==> src/rtl/fobx_pkg.sv <==
// Purpose: Constants and types for the file operation and branch executor.
// Assumes: 14-bit instruction words, 8-bit data, 13-bit program counter.
// Notes:   File op opcode fields sit in instruction bits 13:8; the jump opcode sits in bits 13:11.
package fobx_pkg;

    localparam int INSN_W      = 14;
    localparam int DATA_W      = 8;
    localparam int ADDR_W      = 7;
    localparam int PC_W        = 13;
    localparam int LIT_W       = 11;

    localparam logic [5:0] OP_COMPLEMENT = 6'h09;
    localparam logic [5:0] OP_DECREMENT  = 6'h03;
    localparam logic [5:0] OP_INCREMENT  = 6'h0A;
    localparam logic [5:0] OP_DEC_SKIP   = 6'h0B;
    localparam logic [5:0] OP_INC_SKIP   = 6'h0F;
    localparam logic [2:0] OP_JUMP       = 3'h5;

    localparam int DEST_BIT    = 7;
    localparam int PAGE_LO     = 3;
    localparam int PAGE_HI     = 4;
    localparam int ZERO_BIT    = 2;

    localparam logic [DATA_W-1:0] DATA_RST = 8'h00;
    localparam logic [PC_W-1:0]   PC_RST   = 13'h0000;

    typedef enum logic [2:0] {
        FOBX_NONE_OP,
        FOBX_COMP_OP,
        FOBX_DEC_OP,
        FOBX_INC_OP,
        FOBX_DECSKIP_OP,
        FOBX_INCSKIP_OP,
        FOBX_JUMP_OP
    } fobx_op_type;

    typedef enum logic [1:0] {
        FOBX_EXEC,
        FOBX_FLUSH
    } fobx_state_type;

endpackage

==> src/rtl/fobx_exec.sv <==
// Purpose: Executes file ops and the absolute jump, one word per enable.
// Assumes: INSN_VALID marks one instruction cycle; FILE_RDATA is the
//          addressed register read combinationally for the word on INSN.
// Notes:   A flush cycle ignores INSN and acts as a no-operation.
`timescale 1ns/1ps
module fobx_exec #(
    parameter int INSN_W = 14,
    parameter int DATA_W = 8,
    parameter int ADDR_W = 7,
    parameter int PC_W   = 13
) (
    input  wire  logic              MCLK,
    input  wire  logic              SYS_RST,
    input  wire  logic              INSN_VALID,
    input  wire  logic [INSN_W-1:0] INSN,
    input  wire  logic [DATA_W-1:0] FILE_RDATA,
    input  wire  logic [DATA_W-1:0] PAGE_LATCH,
    input  wire  logic [PC_W-1:0]   PC_IN,
    output logic       [ADDR_W-1:0] FILE_ADDR,
    output logic       [DATA_W-1:0] FILE_WDATA,
    output logic                    FILE_WE,
    output logic       [DATA_W-1:0] WORK_REG,
    output logic                    ZERO_FLAG,
    output logic                    ZERO_WE,
    output logic       [PC_W-1:0]   PC_OUT,
    output logic                    PC_LOAD,
    output logic                    FLUSH,
    output logic                    BUSY
);

    // ********************************************************
    // Decode.
    // ********************************************************
    fobx_pkg::fobx_op_type    op;
    fobx_pkg::fobx_state_type state_r;
    logic [DATA_W-1:0]        result;
    logic                     is_zero;
    logic                     active;
    logic                     dest_file;

    assign active    = INSN_VALID && (state_r == fobx_pkg::FOBX_EXEC);
    assign dest_file = INSN[fobx_pkg::DEST_BIT];

    always_comb begin
        op = fobx_pkg::FOBX_NONE_OP;
        if (INSN[13:11] == fobx_pkg::OP_JUMP) begin
            op = fobx_pkg::FOBX_JUMP_OP;
        end else begin
            unique case (INSN[13:8])
                fobx_pkg::OP_COMPLEMENT: op = fobx_pkg::FOBX_COMP_OP;
                fobx_pkg::OP_DECREMENT:  op = fobx_pkg::FOBX_DEC_OP;
                fobx_pkg::OP_INCREMENT:  op = fobx_pkg::FOBX_INC_OP;
                fobx_pkg::OP_DEC_SKIP:   op = fobx_pkg::FOBX_DECSKIP_OP;
                fobx_pkg::OP_INC_SKIP:   op = fobx_pkg::FOBX_INCSKIP_OP;
                default:                 op = fobx_pkg::FOBX_NONE_OP;
            endcase
        end
    end

    fobx_alu #(
        .DATA_W (DATA_W)
    ) u_alu (
        .op      (op),
        .operand (FILE_RDATA),
        .result  (result),
        .is_zero (is_zero)
    );

    // ********************************************************
    // Sequencing.
    // ********************************************************
    logic is_file_op;
    logic is_skip;
    logic take_flush;

    assign is_file_op = (op != fobx_pkg::FOBX_NONE_OP) &&
                        (op != fobx_pkg::FOBX_JUMP_OP);
    assign is_skip    = (op == fobx_pkg::FOBX_DECSKIP_OP) ||
                        (op == fobx_pkg::FOBX_INCSKIP_OP);
    assign take_flush = (op == fobx_pkg::FOBX_JUMP_OP) ||
                        (is_skip && is_zero);

    always_ff @(posedge MCLK) begin
        if (SYS_RST) begin
            state_r <= fobx_pkg::FOBX_EXEC;
        end else if (INSN_VALID) begin
            unique case (state_r)
                fobx_pkg::FOBX_EXEC: begin
                    if (take_flush) begin
                        state_r <= fobx_pkg::FOBX_FLUSH;
                    end
                end
                fobx_pkg::FOBX_FLUSH: begin
                    state_r <= fobx_pkg::FOBX_EXEC;
                end
                default: begin
                    state_r <= fobx_pkg::FOBX_EXEC;
                end
            endcase
        end
    end

    always_ff @(posedge MCLK) begin
        if (SYS_RST) begin
            FLUSH <= 1'b0;
            BUSY  <= 1'b0;
        end else begin
            FLUSH <= active && take_flush;
            BUSY  <= active ? take_flush : (BUSY && !INSN_VALID);
        end
    end

    // ********************************************************
    // File register, working register and zero flag writes.
    // ********************************************************
    always_ff @(posedge MCLK) begin
        if (SYS_RST) begin
            FILE_ADDR  <= '0;
            FILE_WDATA <= fobx_pkg::DATA_RST;
            FILE_WE    <= 1'b0;
        end else begin
            FILE_WE <= active && is_file_op && dest_file;
            if (active && is_file_op) begin
                FILE_ADDR  <= INSN[ADDR_W-1:0];
                FILE_WDATA <= result;
            end
        end
    end

    always_ff @(posedge MCLK) begin
        if (SYS_RST) begin
            WORK_REG <= fobx_pkg::DATA_RST;
        end else if (active && is_file_op && !dest_file) begin
            WORK_REG <= result;
        end
    end

    always_ff @(posedge MCLK) begin
        if (SYS_RST) begin
            ZERO_FLAG <= 1'b0;
            ZERO_WE   <= 1'b0;
        end else begin
            ZERO_WE <= active && is_file_op && !is_skip;
            if (active && is_file_op && !is_skip) begin
                ZERO_FLAG <= is_zero;
            end
        end
    end

    // ********************************************************
    // Program counter.
    // ********************************************************
    always_ff @(posedge MCLK) begin
        if (SYS_RST) begin
            PC_OUT  <= fobx_pkg::PC_RST;
            PC_LOAD <= 1'b0;
        end else begin
            PC_LOAD <= active && (op == fobx_pkg::FOBX_JUMP_OP);
            if (active && (op == fobx_pkg::FOBX_JUMP_OP)) begin
                PC_OUT <= {PAGE_LATCH[fobx_pkg::PAGE_HI:fobx_pkg::PAGE_LO],
                           INSN[fobx_pkg::LIT_W-1:0]};
            end else if (active) begin
                PC_OUT <= PC_IN + 1'b1;
            end
        end
    end

endmodule

==> src/rtl/fobx_alu.sv <==
// Purpose: Combinational data path for the file register operations.
// Assumes: Operand is the addressed file register contents.
// Notes:   The zero result flag is computed for every operation, raised only when the result is zero.
`timescale 1ns/1ps
module fobx_alu #(
    parameter int DATA_W = 8
) (
    input  wire fobx_pkg::fobx_op_type op,
    input  wire logic [DATA_W-1:0]     operand,
    output logic      [DATA_W-1:0]     result,
    output logic                       is_zero
);

    always_comb begin
        unique case (op)
            fobx_pkg::FOBX_COMP_OP:    result = ~operand;
            fobx_pkg::FOBX_DEC_OP,
            fobx_pkg::FOBX_DECSKIP_OP: result = operand - 1'b1;
            fobx_pkg::FOBX_INC_OP,
            fobx_pkg::FOBX_INCSKIP_OP: result = operand + 1'b1;
            default:                   result = operand;
        endcase
        is_zero = (result == '0);
    end

endmodule

==> config.mk <==
export PLATFORM = sky130hd
export DESIGN_NAME = fobx_exec
export DESIGN_NICKNAME = d
export VERILOG_FILES = /design/src/rtl/fobx_pkg.sv /design/src/rtl/fobx_exec.sv /design/src/rtl/fobx_alu.sv
export SDC_FILE = /design/constraint.sdc
export NUM_CORES = 1
export LEC_CHECK = 0
export ABC_AREA = 1
export BUFFER_PORTS_ARGS = -buffer_cell sky130_fd_sc_hd__buf_4
export CAP_MARGIN = 15
export CORE_ASPECT_RATIO = 0.7
export CORE_MARGIN = 2
export CORE_UTILIZATION = 47
export CTS_BUF_LIST = sky130_fd_sc_hd__clkbuf_8 sky130_fd_sc_hd__clkbuf_16
export CTS_CLUSTER_DIAMETER = 30
export CTS_CLUSTER_SIZE = 40
export DETAILED_ROUTE_END_ITERATION = 7
export PLACE_DENSITY = 0.88
export SYNTH_ARGS = -nofsm -noshare
export SYNTH_HDL_FRONTEND = slang
export SYNTH_HIERARCHICAL = 1
export SYNTH_SLANG_ARGS = --single-unit
==> constraint.sdc <==
create_clock -name MCLK -period 2.6 [get_ports MCLK]
set_input_delay 0.26 -clock MCLK [delete_from_list [all_inputs] [get_ports MCLK]]
set_output_delay 0.26 -clock MCLK [all_outputs]
set_load 0.05 [all_outputs]
==> results of run 1 <==
==> path summary, 6_finish.rpt <==
kind | startpoint | end | slack, ps | depth (start not counted)
worst min-delay path | INSN[5] | PC_OUT[5] | 160 | 3
worst max register to register | state_r[0] | PC_OUT[11] | 1130 | 6
worst min register to register | FILE_ADDR[1] | FILE_ADDR[1] | 470 | 2
worst max-delay path | INSN[12] | BUSY | 70 | 22
==> stage by stage <==
stage	TNS (ps)	cells	utilization [%]
after floorplan	-121	440	-
after global placement	-740	615	64.6
after detailed placement	-1860	615	64.6
after CTS	0	627	67.3
after global routing	-589	629	68.8
final	0	629	68.8
==> sequential cells by signal (all words and copies together), names as in the netlist <==
| signal | flops |
|---|---|
| PC_OUT | 13 |
| FILE_WDATA | 8 |
| WORK_REG | 8 |
| FILE_ADDR | 7 |
| BUSY | 1 |
| FILE_WE | 1 |
| FLUSH | 1 |
| PC_LOAD | 1 |
| ZERO_FLAG | 1 |
| ZERO_WE | 1 |
| state_r | 1 |
==> what timing repair did <==
item                                    in CTS  in global routing
buffers inserted                             4                  2
pin swaps                                    8                 16
endpoints found under the hold margin        0                  0
resized for setup                            5                 17
endpoints found under the setup margin       3                  4
==> critical path, stage by stage <==
cell      delay, ps
buf_8           100
nor2_4          170
nand3_4          90
o211ai_1        220
buf_4           160
nand3_4          70
buf_12          140
ha_4            290
inv_1            50
nor2_1          100
nand3_1         150
nand2_1          90
nand2_1          60
nand3_2          60
nand2_2          50
inv_2            70
nand3_4          70
nor2_4          130
inv_2            40
o21ai_2         150
nand2_2          90
a21oi_2         130
==> kinds of logic (layout without fill, tap and decap cells) <==
group           Yosys count  count (layout)
fa+ha+maj                 4               4
xor+xnor                  7               7
compound gates           53              53
flops                    43              43
buf+inv                  86             200
simple gates            247             247
==> where the power goes <==
part	switching [mW]	leakage [nW]	internal (mW)
Sequential	0.0136	0.349	0.681
Clock	0.255	0.0408	0.192
Combinational	0.303	1.56	0.188
==> final cells by class <==
class	count	area share, %
multi-input combinational	311	43.5
clock buffer	5	1.74
inverter	73	6.92
tap	75	2.37
sequential	43	21.7
clock inverter	3	0.600
timing repair buffer	119	23.2
==> per-layer routing <==
metal / global-route usage, % / share of wire (%)
met1: 32.7 / 47
met2: 41.6 / 47
met3: 4.44 / 4.9
met4: 2.99 / 0.32
met5: 0 / 0
==> placed cells by master, fill, tap and decap left out, types with 4 or more instances in the layout <==
| cell type | n |
|---|---|
| nand3_4 | 4 |
| dfxtp_1 | 43 |
| nor2_1 | 35 |
| o21ai_1 | 6 |
| a21oi_1 | 20 |
| nand3_2 | 9 |
| inv_1 | 61 |
| nor2_4 | 4 |
| nand2_4 | 7 |
| nand3_1 | 38 |
| xor2_1 | 5 |
| o21ai_0 | 10 |
| nand4_1 | 9 |
| nand2_2 | 10 |
| nand2_1 | 121 |
| clkbuf_8 | 5 |
| inv_2 | 11 |
| nor2_2 | 5 |
| a31oi_1 | 5 |
| buf_4 | 116 |
==> results_dict.tcl, run 1 <==
set metrics [dict create \
    grt_pass1_vias 2739 \
    cp-end-kind "flop" \
    grt_pass1_wl_um 13000 \
    hold_path_class "input pin to flop" \
    rsz0062_at_grt "yes" \
    avgViaCountPerCell 5.03 \
    required_ps 2840 \
    period_share_pct 97.2 \
    clock_tree.root_cell "clkbuf_8" \
    drt_iter0_drc 173 \
    async_flop_share_pct 0 \
    routabilityCongestion 0.999 \
    yosysSeqAreaShare_pct 30.5 \
    synthSimpleGateAreaFrac_pct 42.1 \
    p_total_mw 1.63 \
    yosysMostFrequentCell "nand2_1" \
    skew_ps 7.40 \
    clkTransAtPathRegs_ps 90 \
    drive_gt1_share_pct 33.8 \
    finalHoldViolCount 0 \
    cp-start-kind "input pin" \
    clk_path_buf_depth 2 \
    cts_tree "built" \
    start_util_pct 49.1 \
    status "complete, no violations" \
    cp_max_fo 6 \
    syn_to_final_growth_pct 40.2 \
    clk_latency_ps 300 \
    pre_cts_ws_ps -438 \
    multi_input_area_um2 1720 \
    setup_violations 0 \
    grt_use_total_pct 24.0 \
    firstDrtPassIters 5 \
    clock-sinks 43 \
    synth_edf_count 0 \
    synth_adder_area_share_pct 1.77 \
    num-nets-final 603 \
    yosysWarnings 6 \
    min_period_ps 2530 \
    synthTopCellsByCount "nand2_1 (127), inv_1 (63), dfxtp_1 (43), nand3_1 (43), nor2_1 (36)" \
    hpwl_um 6250 \
    regArea_um2 861 \
    io_buffer_count 81 \
    p_leak_nw 1.95 \
    synth_top_cell_by_area "dfxtp_1" \
    slew_violations 0 \
    antennaDiodeCount 0 \
    avgSynthCellArea_um2 6.42 \
    synth-xor-area-share_pct 2.17 \
    vdd_drop_max_v 0.000248 \
    ant_nets 0 \
    ctsHtreeMaxLevel 2 \
    netlist_area_um2 2820 \
    synth_compound_area_share_pct 10.7 \
    cp.arrival_ps 2770 \
    num_rows 23 \
    numCtsBuffers 5 \
    synth.area.mux_share_pct 0 \
    placed_area_um2 3720 \
    p_per_area_nw_per_um2 412 \
    syn_nets 490 \
    yosys_most_used_dff "dfxtp_1" \
    grt_overflow 0 \
    synth.distinct_cells 37 \
    yosys-top-cells-area "dfxtp_1 (30%), nand2_1 (17%), inv_1 (8.4%)" \
    worst_slew_pin_slew_ps 527 \
    crit_type "input pin to flop" \
    ys_seq_elements 43 \
    dieArea_um2 6650 \
    fin_area_um2 3960 \
    core_area_um2 5760 \
    drt-total-wl_um 8180 \
    grt_max_degree 31 \
    worst_slack_ps 72.6 \
    fp.dieW_um 96.6 \
    synth_cells 440 \
    vias 3161 \
    hold_buffers 0 \
    synth_top_family_by_area "simple AND/OR/NAND/NOR gates" \
    route.detailed.drc 0 \
    antenna_found_initial 0 \
    wl_per_cell_um 13.0 \
    design.portCount 88 \
    slew_headroom_pct 64.8 \
    fill_cells 491 \
    die_h_um 68.9 \
    whs_ps 163 \
    yosysTopAreaCellShare_pct 30.5 \
    max_freq_mhz 396 \
    max-cap-violations 0 \
]
(Power assumes the default switching activity.)
==> run 2: changes to the inputs <==
--- a/config.mk
+++ b/config.mk
@@ -11,7 +11,7 @@
 export CORE_ASPECT_RATIO = 0.7
 export CORE_MARGIN = 2
 export CORE_UTILIZATION = 47
-export CTS_BUF_LIST = sky130_fd_sc_hd__clkbuf_8 sky130_fd_sc_hd__clkbuf_16
+export CTS_BUF_LIST = sky130_fd_sc_hd__clkbuf_16
 export CTS_CLUSTER_DIAMETER = 30
 export CTS_CLUSTER_SIZE = 40
 export DETAILED_ROUTE_END_ITERATION = 7
==> run 2 against run 1 <==
Sequential power barely moved. Critical path type unchanged. Sequential cell count did not move. Combinational power rose by 4%. Register-to-register slack barely moved. Cell count rose by 0.16%. Power rose by 13%. Utilization rose by 2.0 points. Largest cell class unchanged. Clock skew fell by 4.1 ps. Clock-buffer cell count did not move. Non-clock buffer count rose by 1. Sequential share of layout area fell by 0.61 points.
==> results_dict.tcl, run 2 (same netlist as run 1, synthesis figures left out) <==
set metrics [dict create \
    crit_type "input pin to flop" \
    slew_headroom_pct 65.1 \
    largest_reg_flops 13 \
    skew_ps 3.32 \
    vdd_drop_max_v 0.000331 \
    hold_path_class "input pin to flop" \
    max_freq_mhz 385 \
    r2r_cells 6 \
    cp.arrival_ps 2820 \
    avgViaCountPerCell 5.12 \
    grt_pass1_vias 2821 \
    min_period_ps 2600 \
    top_regs "PC_OUT: 13 flops, FILE_WDATA: 8 flops, WORK_REG: 8 flops" \
    p_seq_share_pct 37.8 \
    syn_to_final_growth_pct 44.3 \
    die_h_um 68.9 \
    cp_max_fo 8 \
    combPwrFrac_pct 27.7 \
    hp-start "INSN[5]" \
    start_util_pct 49.1 \
    antennaDiodeCount 0 \
    final_common_cell "nand2_1" \
    dieArea_um2 6650 \
    fin_area_um2 4070 \
    grt_max_degree 31 \
    p_sw_share_pct 32.8 \
    required_ps 2820 \
    regArea_um2 861 \
    setup_violations 0 \
    firstDrtPassIters 5 \
    placed_area_um2 3720 \
    num_rows 23 \
    multi_input_area_um2 1770 \
    fill_cells 464 \
    cp-end-kind "flop" \
    place_inst 615 \
    rsz0062_at_grt "yes" \
    antenna_found_initial 0 \
    ctsHtreeMaxLevel 2 \
    intPower_mw 1.24 \
    drt_iter0_drc 274 \
    clkTransAtPathRegs_ps 60 \
    drt-total-wl_um 8590 \
    route.detailed.drc 0 \
    max-cap-violations 0 \
    io_buffer_count 81 \
    cp-start-kind "input pin" \
    routabilityCongestion 0.999 \
    grt_use_total_pct 24.7 \
    clk_latency_ps 290 \
    ant_nets 0 \
    clk_path_buf_depth 2 \
    design.portCount 88 \
    worst_slack_ps 4.87 \
    pre_cts_ws_ps -438 \
    regMostFlops "PC_OUT" \
    drive_gt1_share_pct 36.0 \
    wl_per_cell_um 13.6 \
    vias 3227 \
    cts_tree "built" \
    fp.dieW_um 96.6 \
    worst_slew_pin_slew_ps 523 \
    stdcell_count 630 \
    critPathLaunch "INSN[12]" \
    final_cell_mix "nand2_1 (118), buf_4 (117), inv_1 (60)" \
    core_area_um2 5760 \
    grt_overflow 0 \
    period_share_pct 99.8 \
    finalHoldViolCount 0 \
    clock-sinks 43 \
    holdPathStages 3 \
    status "complete, no violations" \
    num-nets-final 604 \
    r2r_start "state_r[0]" \
    tns_ps 0 \
    pwr-share-clk_pct 34.5 \
    p_leak_nw 1.99 \
    power.switching_mw 0.603 \
    grt_pass1_wl_um 13400 \
    numCtsBuffers 5 \
    p_per_area_nw_per_um2 451 \
    hpwl_um 6250 \
    clock_tree.root_cell "clkbuf_16" \
    slew_violations 0 \
]
run 2: area by class of cell:
cell class	count	share of cell area [%]
clock buffers	5	3.07
clock inverters	3	0.584
inverters	73	6.73
multi-input cells	311	43.5
flip-flops and latches	43	21.1
well taps	75	2.30
repair buffers	120	22.7
run 2: final timing paths:
kind / to / slack (ps)
worst min-delay path: PC_OUT[5] / 180
worst max register to register: PC_OUT[4] / 1130
worst max-delay path: BUSY / 5
worst min register to register: FILE_ADDR[1] / 460
run 2: worst max-delay path, cell delays in order:
cell,delay (ps)
buf_8,100
nor2_4,170
nand3_4,100
o211ai_1,230
buf_4,160
nand3_4,70
buf_12,150
ha_4,290
nand2_1,70
nor3_2,200
nand2_1,100
nand2_1,80
nand2_1,70
nand3_2,100
nand3_4,90
nor2_4,130
inv_2,40
o21ai_2,150
nand2_2,90
a21oi_2,140
run 2: power groups by stage:
stage	sequential [mW]	combinational [mW]	clock, mW
floorplan	0.784	0.208	0
global placement	0.709	0.452	0
detailed placement	0.709	0.464	0
CTS	0.695	0.476	0.640
global route	0.697	0.550	0.669
finish	0.695	0.509	0.634
run 2: per-layer routing:
layer	global-route usage (%)	vias to the layer above	share of wire, %
li1	-	1616	-
met1	33.0	1483	45
met2	43.9	121	48
met3	4.33	7	6.2
met4	3.52	0	0.64
met5	0	-	0
run 2: stage by stage:
step           hold slack [ps]  power [mW]  utilization (%)
2_1_floorplan              370       0.992                -
3_3_place_gp               456        1.16             64.6
3_5_place_dp               457        1.17             64.6
4_1_cts                    182        1.81             68.8
5_1_grt                    197        1.92             70.8
6_report                   181        1.84             70.8
run 2: timing repair:
item / CTS / global route
buffers inserted: 6 / 1
endpoints found under the setup margin: 3 / 5
pin swaps: 14 / 20
resized for setup: 8 / 28
hold buffers: 0 / 0
